### src/include/pic_consts.vh
`ifndef PIC_CONSTS_VH
`define PIC_CONSTS_VH

// ----------------------------------------------------------------
// Register offsets (byte addresses)
// ----------------------------------------------------------------
`define PIC_OFF_MODE 12'h000
`define PIC_OFF_EXT_TRIG 12'h004
`define PIC_OFF_LEVEL_LO 12'h008
`define PIC_OFF_LEVEL_HI 12'h00C
`define PIC_OFF_STATUS 12'h010
`define PIC_OFF_MASK 12'h014
`define PIC_OFF_CURRENT 12'h018
`define PIC_OFF_PEND_RAW 12'h01C
`define PIC_OFF_ACK 12'h020
`define PIC_OFF_FAST_CTRL 12'h024

// ----------------------------------------------------------------
// Field layout and reset values
// ----------------------------------------------------------------
`define PIC_LEVEL_W 3
`define PIC_TRIG_W 2
`define PIC_TRIG_HIGH 2'h0
`define PIC_TRIG_LOW 2'h1
`define PIC_TRIG_RISE 2'h2
`define PIC_TRIG_FALL 2'h3
`define PIC_CUR_VALID_BIT 31
`define PIC_CUR_LEVEL_LSB 8
`define PIC_FAST_EN_BIT 0
`define PIC_FAST_TRIG_LSB 1
`define PIC_RST_WORD 32'h00000000

`endif

### src/logic/pic_unit.v
// Register access over APB and the placing of the registers are this design's own decisions.
`timescale 1ns/10ps
`include "pic_consts.vh"
module pic_unit
#(
  parameter NUM_PERIPH = 5
)
(
  input wire pclk,
  input wire presetn,
  input wire psel,
  input wire penable,
  input wire pwrite,
  input wire [11:0] paddr,
  input wire [31:0] pwdata,
  output reg [31:0] prdata,
  output wire pready,
  output wire pslverr,
  input wire [NUM_PERIPH-1:0] periph_irq,
  input wire [2:0] timer_irq,
  input wire ext_request_line_0,
  input wire ext_request_line_1,
  input wire ext_fast_request_pin,
  output wire core_fast_request_n,
  output wire core_normal_request_n,
  output wire irq
);

  // ----------------------------------------------------------------
  // Source map
  // ----------------------------------------------------------------
  localparam NUM_INT = NUM_PERIPH + 3;
  localparam NUM_SRC = NUM_INT + 2;
  localparam IDX_W = 5;

  reg [31:0] mode_reg;
  reg [3:0] ext_trig;
  reg [29:0] level_lo;
  reg [29:0] level_hi;
  reg [31:0] mask_reg;
  reg [2:0] fast_ctrl;
  reg cur_valid;
  reg [IDX_W-1:0] cur_idx;
  reg [2:0] cur_level;
  reg [NUM_SRC-1:0] ack_pulse;
  reg fast_ack;

  wire [NUM_SRC-1:0] raw_src;
  wire [NUM_SRC-1:0] pending;
  wire [NUM_SRC-1:0] fired;
  wire [NUM_SRC-1:0] enabled;
  wire [59:0] level_all;
  wire fast_pending;
  wire fast_fired;

  // Peripheral sources first, timers next, external lines last
  assign raw_src = {ext_request_line_1, ext_request_line_0, timer_irq, periph_irq};
  assign level_all = {level_hi, level_lo};
  assign enabled = pending & mask_reg[NUM_SRC-1:0];

  // ----------------------------------------------------------------
  // Trigger detection per source
  // ----------------------------------------------------------------
  genvar g;
  generate
    for (g = 0; g < NUM_SRC; g = g + 1)
    begin : g_src
      wire [1:0] trig_sel;
      if (g < NUM_INT)
      begin : g_int
        // Internal: bit set selects rising edge, else high level
        assign trig_sel = mode_reg[g] ? `PIC_TRIG_RISE : `PIC_TRIG_HIGH;
      end
      else
      begin : g_ext
        assign trig_sel = ext_trig[2*(g-NUM_INT) +: 2];
      end
      pic_source u_src
      (
        .pclk(pclk),
        .presetn(presetn),
        .raw(raw_src[g]),
        .trig(trig_sel),
        .clear(ack_pulse[g]),
        .fired(fired[g]),
        .pending(pending[g])
      );
    end
  endgenerate

  // Fast source is kept apart from every other source
  pic_source u_fast
  (
    .pclk(pclk),
    .presetn(presetn),
    .raw(ext_fast_request_pin),
    .trig(fast_ctrl[2:1]),
    .clear(fast_ack),
    .fired(fast_fired),
    .pending(fast_pending)
  );

  // ----------------------------------------------------------------
  // Priority encoder
  // ----------------------------------------------------------------
  reg next_valid;
  reg [IDX_W-1:0] next_idx;
  reg [2:0] next_level;
  integer i;

  // Scan from the top so equal levels resolve to the lowest number
  always @*
  begin
    next_valid = 1'b0;
    next_idx = {IDX_W{1'b0}};
    next_level = 3'h0;
    for (i = NUM_SRC - 1; i >= 0; i = i - 1)
    begin
      if (enabled[i] && (!next_valid || level_all[3*i +: 3] >= next_level))
      begin
        next_valid = 1'b1;
        next_idx = i[IDX_W-1:0];
        next_level = level_all[3*i +: 3];
      end
    end
  end

  // Registered current winner
  always @(posedge pclk or negedge presetn)
  begin
    if (!presetn)
    begin
      cur_valid <= 1'b0;
      cur_idx <= {IDX_W{1'b0}};
      cur_level <= 3'h0;
    end
    else
    begin
      cur_valid <= next_valid;
      cur_idx <= next_idx;
      cur_level <= next_level;
    end
  end

  // ----------------------------------------------------------------
  // Core request outputs, active low; irq is active high
  // ----------------------------------------------------------------
  assign core_normal_request_n = ~cur_valid;
  assign core_fast_request_n = ~(fast_pending & fast_ctrl[`PIC_FAST_EN_BIT]);
  assign irq = |enabled;

  // ----------------------------------------------------------------
  // APB slave
  // ----------------------------------------------------------------
  wire wr_en;
  wire rd_en;
  reg addr_ok;

  assign pready = 1'b1;
  assign wr_en = psel & penable & pwrite;
  assign rd_en = psel & penable & ~pwrite;
  assign pslverr = psel & penable & ~addr_ok;

  // Address decode
  always @*
  begin
    case (paddr)
      `PIC_OFF_MODE, `PIC_OFF_EXT_TRIG, `PIC_OFF_LEVEL_LO, `PIC_OFF_LEVEL_HI,
      `PIC_OFF_STATUS, `PIC_OFF_MASK, `PIC_OFF_CURRENT, `PIC_OFF_PEND_RAW,
      `PIC_OFF_ACK, `PIC_OFF_FAST_CTRL:
        addr_ok = 1'b1;
      default:
        addr_ok = 1'b0;
    endcase
  end

  // Register writes and clear pulses
  always @(posedge pclk or negedge presetn)
  begin
    if (!presetn)
    begin
      mode_reg <= `PIC_RST_WORD;
      ext_trig <= 4'h0;
      level_lo <= 30'h00000000;
      level_hi <= 30'h00000000;
      mask_reg <= `PIC_RST_WORD;
      fast_ctrl <= 3'h0;
      ack_pulse <= {NUM_SRC{1'b0}};
      fast_ack <= 1'b0;
    end
    else
    begin
      ack_pulse <= {NUM_SRC{1'b0}};
      fast_ack <= 1'b0;
      if (wr_en)
      begin
        case (paddr)
          `PIC_OFF_MODE: mode_reg <= pwdata;
          `PIC_OFF_EXT_TRIG: ext_trig <= pwdata[3:0];
          `PIC_OFF_LEVEL_LO: level_lo <= pwdata[29:0];
          `PIC_OFF_LEVEL_HI: level_hi <= pwdata[29:0];
          `PIC_OFF_MASK: mask_reg <= pwdata;
          `PIC_OFF_STATUS: ack_pulse <= pwdata[NUM_SRC-1:0];
          `PIC_OFF_FAST_CTRL:
          begin
            fast_ctrl <= pwdata[2:0];
            fast_ack <= pwdata[3];
          end
          `PIC_OFF_ACK:
            if (cur_valid)
              ack_pulse <= {{(NUM_SRC-1){1'b0}}, 1'b1} << cur_idx;
          default: ;
        endcase
      end
    end
  end

  // Read data, registered at the access edge
  always @(posedge pclk or negedge presetn)
  begin
    if (!presetn)
      prdata <= 32'h00000000;
    else if (rd_en)
    begin
      case (paddr)
        `PIC_OFF_MODE: prdata <= mode_reg;
        `PIC_OFF_EXT_TRIG: prdata <= {28'h0000000, ext_trig};
        `PIC_OFF_LEVEL_LO: prdata <= {2'h0, level_lo};
        `PIC_OFF_LEVEL_HI: prdata <= {2'h0, level_hi};
        `PIC_OFF_STATUS: prdata <= {{(32-NUM_SRC){1'b0}}, pending};
        `PIC_OFF_MASK: prdata <= mask_reg;
        `PIC_OFF_CURRENT: prdata <= {cur_valid, 20'h00000, cur_level, 3'h0, cur_idx};
        `PIC_OFF_PEND_RAW: prdata <= {{(32-NUM_SRC){1'b0}}, fired};
        `PIC_OFF_FAST_CTRL: prdata <= {27'h0000000, fast_fired, fast_pending, fast_ctrl};
        default: prdata <= 32'h00000000;
      endcase
    end
  end

endmodule // pic_unit

### src/logic/pic_source.v
`timescale 1ns/10ps
// ----------------------------------------------------------------
// One interrupt source: trigger detection and sticky pending bit
// ----------------------------------------------------------------
module pic_source
(
  input wire pclk,
  input wire presetn,
  input wire raw,
  input wire [1:0] trig,
  input wire clear,
  output wire fired,
  output reg pending
);

  reg raw_d;

  // Level or edge qualification of the raw input
  assign fired = (trig == 2'h0) ? raw :
                 (trig == 2'h1) ? ~raw :
                 (trig == 2'h2) ? (raw & ~raw_d) :
                 (~raw & raw_d);

  // Pending latch, a new event wins over a clear
  always @(posedge pclk or negedge presetn)
  begin
    if (!presetn)
    begin
      raw_d <= 1'b0;
      pending <= 1'b0;
    end
    else
    begin
      raw_d <= raw;
      if (fired)
        pending <= 1'b1;
      else if (clear)
        pending <= 1'b0;
    end
  end

endmodule // pic_source

### config.mk
export PLATFORM = sky130hd
export DESIGN_NAME = pic_unit
export DESIGN_NICKNAME = d
export VERILOG_FILES = /design/src/logic/pic_unit.v /design/src/logic/pic_source.v
export VERILOG_INCLUDE_DIRS = /design/src /design/src/include
export SDC_FILE = /design/constraint.sdc
export NUM_CORES = 1
export LEC_CHECK = 0
export ABC_AREA = 1
export BUFFER_PORTS_ARGS = -buffer_cell sky130_fd_sc_hd__buf_2
export CORE_MARGIN = 4
export CORE_UTILIZATION = 35
export DETAILED_ROUTE_END_ITERATION = 16
export GPL_ROUTABILITY_DRIVEN = 0
export PLACE_DENSITY = 0.57
export SYNTH_ARGS = -nofsm -noshare
export SYNTH_HDL_FRONTEND = slang
export SYNTH_SLANG_ARGS = --single-unit
### constraint.sdc
create_clock -name pclk -period 10.9 [get_ports pclk]
set_clock_uncertainty 0.05 [all_clocks]
set_input_delay 1.09 -clock pclk [delete_from_list [all_inputs] [get_ports pclk]]
set_output_delay 1.09 -clock pclk [all_outputs]
set_load 0.005 [all_outputs]
* After elaboration in Yosys (flattened, before gate mapping)
Index checks and enable logic that the tools add are counted.
Word-level totals: bits in read-only memories 0, latch bits 0, memories 0, register bits 205, logic and storage cells 287, RAM bits 0, output and inout port bits 37, input bits 60
Operators by class: divide/modulo/power cells 0, add/subtract/negate cells 0, muxes and demuxes 100, shift operators 1, $lt $le $gt $ge 9, reductions and logical operators 58, multiply operators 0, bitwise gates (word level) 54, equal/unequal tests 31
Operators by type and width (number):
- case mux 32 bit (9 select lines) | 1
- 2-to-1 mux 1 bit | 68
- equality test 12 x 5 -> 1 bit (second input constant) | 4
- 2-to-1 mux 5 bit | 8
- 2-to-1 mux 3 bit | 10
- AND 1 bit | 27
- greater-or-equal comparator 3 bit | 9
- inverter 1 bit | 26
- equality test 12 x 4 -> 1 bit (second input constant) | 2
- equality test 12 x 6 -> 1 bit (second input constant) | 2
- equality test 2 x 1 -> 1 bit (second input constant) | 11
- equality test 2 bit (second input constant) | 11
- zero test 2 bit | 11
- nonzero test 2 bit | 11
- 2-to-1 mux 10 bit | 2
- case mux 10 bit (2 select lines) | 1
- OR reduction 10 bit | 2
- 2-to-1 mux 2 bit | 8
- equality test 12 x 3 -> 1 bit (second input constant) | 1
- zero test 12 bit | 1
- AND reduction 2 bit | 6
- AND 10 bit | 1
- left shift 1 x 5 -> 10 bit (first input constant) | 1
- logical AND 1 bit | 9
- 3 further kinds | 20

* Depth between registers and ports, before layout
depth in word-level cells 38, mapped depth 72

* Hierarchy
From an unflattened synthesis, not the netlist that was laid out.
Unflattened totals: cells, all modules 1189, area total of the unflattened synthesis 10122.2 um2
By module, submodules not included:
- pic_unit | area an instance 9062.4 um2, cells an instance 1046, times used 1
- pic_source | area an instance 96.3 um2, cells an instance 13, times used 11

* Worst setup path after synthesis
Ideal clock, no wire load.
kind flip-flop to flip-flop, start register g_src[9].u_src.pending, end register cur_idx[2], data arrival time 8922 ps, path slack 1855 ps, stages on the path, launching flop included 69, period minus slack after synthesis 9045 ps, cells stage by stage dfrtp_1 > nand2_2 > inv_2 > nand2_1 > ha_1 > a21oi_1 > nand4_1 > nand2_2 > inv_2 > o21ai_1 > inv_2 > ha_1 > a21oi_1 > nand3_1 > nand2_2 > nand3_1 > and2_1 > ha_1 > [33 not listed] > inv_1 > nand2_1 > and2_1 > ha_1 > nand2_1 > o2111ai_1 > nand2_1 > inv_1 > nand2_1 > and2_1 > ha_1 > o21ai_0 > nand2_1 > a21oi_1 > a21oi_2 > inv_1 > nand4_1 > nor2_1
On the way: longest elaborated chain between the ends 38
Ends and longest elaborated chain:
- start, declared | line pic_source.v:13 | output reg pending
- start signal, assigned | line pic_source.v:30 | pending <= 1'b0;
- start signal, assigned | line pic_source.v:36 | pending <= 1'b1;
- start signal, assigned | line pic_source.v:38 | pending <= 1'b0;
- AND 10 bit (*) | line pic_unit.v:59 | assign enabled = pending & mask_reg[NUM_SRC-1:0];
- 2-to-1 mux 3 bit or 2-to-1 mux 1 bit (tied branches) | line pic_unit.v:119 | if (enabled[i] && (!next_valid || level_all[3*i +: 3] >= next_level))
- greater-or-equal comparator 3 bit or zero test 1 bit (tied branches) | line pic_unit.v:119
- logical OR 1 bit | line pic_unit.v:119
- logical AND 1 bit | line pic_unit.v:119
- 2-to-1 mux 3 bit or 2-to-1 mux 1 bit (tied branches) | line pic_unit.v:119
- greater-or-equal comparator 3 bit or zero test 1 bit (tied branches) | line pic_unit.v:119
- logical OR 1 bit | line pic_unit.v:119
- [23 not listed]
- logical OR 1 bit | line pic_unit.v:119
- logical AND 1 bit | line pic_unit.v:119
- 2-to-1 mux 3 bit or 2-to-1 mux 1 bit (tied branches) | line pic_unit.v:119
- greater-or-equal comparator 3 bit or zero test 1 bit (tied branches) | line pic_unit.v:119
- logical OR 1 bit | line pic_unit.v:119
- logical AND 1 bit | line pic_unit.v:119
- 2-to-1 mux 5 bit (*) | line pic_unit.v:119
- net next_idx[2] | line pic_unit.v:107 | reg [IDX_W-1:0] next_idx;
- end signal, assigned | line pic_unit.v:134 | cur_idx <= {IDX_W{1'b0}};
- end signal, assigned | line pic_unit.v:140 | cur_idx <= next_idx;
- end, declared | line pic_unit.v:43 | reg [IDX_W-1:0] cur_idx;
The timed path passes the listed nets; every way through them passes the cells marked *. A chain may end at the register's enable or synchronous reset.

* Worst setup path in the final report
start register mask_reg[9], end register cur_idx[2]
On the way: longest elaborated chain between the ends 38
Ends and longest elaborated chain:
- start, declared | line pic_unit.v:40 | reg [31:0] mask_reg;
- start signal, assigned | line pic_unit.v:186 | mask_reg <= `PIC_RST_WORD;
- start signal, assigned | line pic_unit.v:202 | `PIC_OFF_MASK: mask_reg <= pwdata;
- AND 10 bit (*) | line pic_unit.v:59
- 2-to-1 mux 3 bit or 2-to-1 mux 1 bit (tied branches) | line pic_unit.v:119
- greater-or-equal comparator 3 bit or zero test 1 bit (tied branches) | line pic_unit.v:119
- logical OR 1 bit | line pic_unit.v:119
- logical AND 1 bit | line pic_unit.v:119
- 2-to-1 mux 3 bit or 2-to-1 mux 1 bit (tied branches) | line pic_unit.v:119
- greater-or-equal comparator 3 bit or zero test 1 bit (tied branches) | line pic_unit.v:119
- logical OR 1 bit | line pic_unit.v:119
- [23 not listed]
- logical OR 1 bit | line pic_unit.v:119
- logical AND 1 bit | line pic_unit.v:119
- 2-to-1 mux 3 bit or 2-to-1 mux 1 bit (tied branches) | line pic_unit.v:119
- greater-or-equal comparator 3 bit or zero test 1 bit (tied branches) | line pic_unit.v:119
- logical OR 1 bit | line pic_unit.v:119
- logical AND 1 bit | line pic_unit.v:119
- 2-to-1 mux 5 bit (*) | line pic_unit.v:119
- net next_idx[2] | line pic_unit.v:107
Marked as above.

==> impl_metrics.py <==
metrics = {
    "outcome": {
        "status": "completed",
    },
    "timing": {
        "worst_pin_slew_ns": 1.11,
        "final-setup-viol-count": 0,
        "period_minus_slack_ns": 9.96,
        "period_share_pct": 91.3,
        "slew_violations": 0,
        "max_slew_margin_pct": 25.8,
        "finalSetupTns_ns": 0,
        "clock.fmax_mhz": 100,
        "hold_viol": 0,
    },
    "clock_tree": {
        "cts_root_buf": "clkbuf_16",
        "cts_tree": "done",
        "numCtsBuffers": 23,
        "cts.sinks": 204,
        "clk_latency_ns": 0.52,
        "cts_hold_repair.buffers": 0,
        "path_clk_slew_ns": 0.06,
        "cts_max_level": 1,
        "clock_path_buffers": 3,
    },
    "finish": {
        "nets": 1297,
        "areaGrowthSynthToFinish_pct": 16.8,
        "fill_cells": 2737,
        "antenna_cells": 0,
        "final_cell_mix": "nand2_1, dfrtp_1, o21ai_0",
        "drive_above_1_share_pct": 15.8,
        "layout_commonest_cell": "nand2_1",
    },
    "power": {
        "vdd_drop_max_uv": 98.7,
        "leakage_uw": 0.00541,
        "p_total_uw": 1580,
        "cellPowerDensity_mw_per_mm2": 140,
    },
    "routing": {
        "drc": 0,
        "vias": 8178,
        "firstDrtPassIters": 6,
        "wl_per_cell_um": 17.5,
        "drt_iter0_markers": 632,
        "ant_nets": 0,
        "avgViaCountPerCell": 5.12,
        "wirelength_mm": 28.0,
    },
    "logic_synthesis": {
        "synthMuxAreaShare_pct": 0,
        "postSynthCellCount": 1118,
        "synth_compound_area_share_pct": 17.9,
        "ys_ff_latch": 204,
        "synthXorXnorAreaFrac_pct": 0,
        "yosys.area_share.simple_pct": 19.2,
        "avgSynthCellArea_um2": 8.67,
        "synth_fp_nets": 1204,
        "ys_async_sr_fraction_pct": 100,
        "synthAdderAreaFrac_pct": 3.36,
        "synth_edf_count": 0,
        "synth_flop_cell": "dfrtp_1",
        "synth_top_family_by_area": "simple AND/OR/NAND/NOR gates",
        "synth_area_mm2": 0.00969,
        "ys_seq_area_share_pct": 52.7,
        "synth_cell_type_count": 47,
        "yosysWarnings": 0,
    },
    "worst_hold_path": {
        "hold_path_depth": 1,
        "hp-class": "reg2reg",
        "worstHoldStart": "ack_pulse[4]",
        "hold_end": "g_src[4].u_src.pending",
    },
    "job": {
        "maxCapViolations": 0,
    },
    "setup_path": {
        "critPathSlowestCell": "dfrtp_1",
        "path_common_cell": "nand2_1",
        "cp.required_ns": 11.31,
        "reg2reg_depth": 68,
        "reg2reg_to": "cur_idx[2]",
        "critPathArrivalTime_ns": 10.36,
        "crit_path_start_kind": "register",
        "r2r_start": "mask_reg[9]",
        "worstSetupPathType": "reg2reg",
        "critPathMaxFanout": 7,
        "end_kind": "register",
        "slowest_delay_ns": 0.38,
        "regToRegSetupSlack_ns": 0.94,
    },
    "die": {
        "fp-row-count": 60,
        "core_mm2": 0.0271,
        "io_pins": 97,
        "dieArea_mm2": 0.0304,
        "initial_utilization_pct": 35.8,
        "die_h_um": 174,
        "dieWidth_um": 174,
    },
    "placement": {
        "dp_hpwl_mm": 19.3,
        "io_buffers": 95,
    },
    "global_routing": {
        "grt_usage_pct": 18.4,
        "grt_max_degree": 73,
        "grt_pass1_vias": 8093,
        "grt_pass1_wl_mm": 45.3,
        "antenna_found_initial": 1,
        "globalRoute.totalOverflow": 0,
    },
}
worst max-delay path, delay by kind of cell, from the launching register on:
| family | cells | cell delay (ns) |
|---|---|---|
| flops | 1 | 0.38 |
| buf+inv | 10 | 0.81 |
| simple gates | 36 | 3.91 |
| compound gates | 13 | 2.17 |
| fa+ha+maj | 9 | 2.60 |
routing by layer:
| metal | track usage [%] | vias to the layer above | part of all wire (%) |
|---|---|---|---|
| met2 | 29.0 | 245 | 45 |
| li1 | - | 3962 | - |
| met5 | 0 | - | 0 |
| met3 | 3.07 | 44 | 6.6 |
| met1 | 26.3 | 3927 | 46 |
| met4 | 4.75 | 0 | 2.1 |
metrics by stage:
step           instances  area [um^2]  util, %  setup slack [ns]  hold WS [ns]
2_1_floorplan       1118         9690        -              1.86         0.345
3_3_place_gp        1552        10500     38.8              1.22         0.349
3_5_place_dp        1552        10500     38.8             0.852         0.361
4_1_cts             1590        11300     41.5             0.804         0.369
5_1_grt             1596        11300     41.8           -0.0398         0.388
6_report            1596        11300     41.8             0.943         0.364
cells in the mapped netlist, types with 14 or more instances:
cell type / number / share of area [%]
nand2_1: 298 / 12
dfrtp_1: 204 / 53
o21ai_0: 121 / 6.2
inv_1: 113 / 4.4
o21ai_1: 61 / 3.2
nand3_1: 39 / 2.0
nor2_1: 34 / 1.3
clkbuf_1: 31 / 1.2
a221oi_1: 29 / 2.6
a21oi_1: 28 / 1.4
ha_1: 26 / 3.4
nand4_1: 15 / 0.97
a22o_1: 14 / 1.3
inv_2: 14 / 0.54
cell type report:
| type | instances | area, um^2 | share of cell area, % |
|---|---|---|---|
| flip-flops and latches | 204 | 5100 | 45.1 |
| clock inverters | 7 | 91.3 | 0.807 |
| clock buffers | 31 | 646 | 5.70 |
| repair buffers | 108 | 582 | 5.14 |
| inverters | 129 | 484 | 4.28 |
| multi-input cells | 745 | 3950 | 34.9 |
| well taps | 372 | 465 | 4.11 |
how the worst max path moves through the flow:
stage	slack, ns	from	to	cells after the start
floorplan	1.86	g_src[9].u_src.pending	cur_idx[2]	68
global placement	1.22	g_src[9].u_src.pending	cur_idx[3]	68
global route	-0.04	mask_reg[9]	cur_idx[2]	68
finish	0.94	mask_reg[9]	cur_idx[2]	68
detailed placement	0.85	g_src[9].u_src.pending	cur_idx[3]	68
CTS	0.80	g_src[9].u_src.pending	cur_idx[2]	68
report_power, final:
part           internal, uW  switching, uW  leakage (uW)
Sequential              760           1.30       0.00277
Combinational          12.6           38.8       0.00228
Clock                   459            309      0.000362
timing repair:
item                       in CTS  in global routing
setup buffers                   0                  6
gates resized for setup         0                  8
setup endpoints to repair       0                  7
cell families after synthesis:
group	after synthesis
fa+ha+maj	26
other cells	1
flops	204
compound gates	290
buf+inv	169
simple gates	428
No activity file was read; power rests on OpenSTA's default activity.
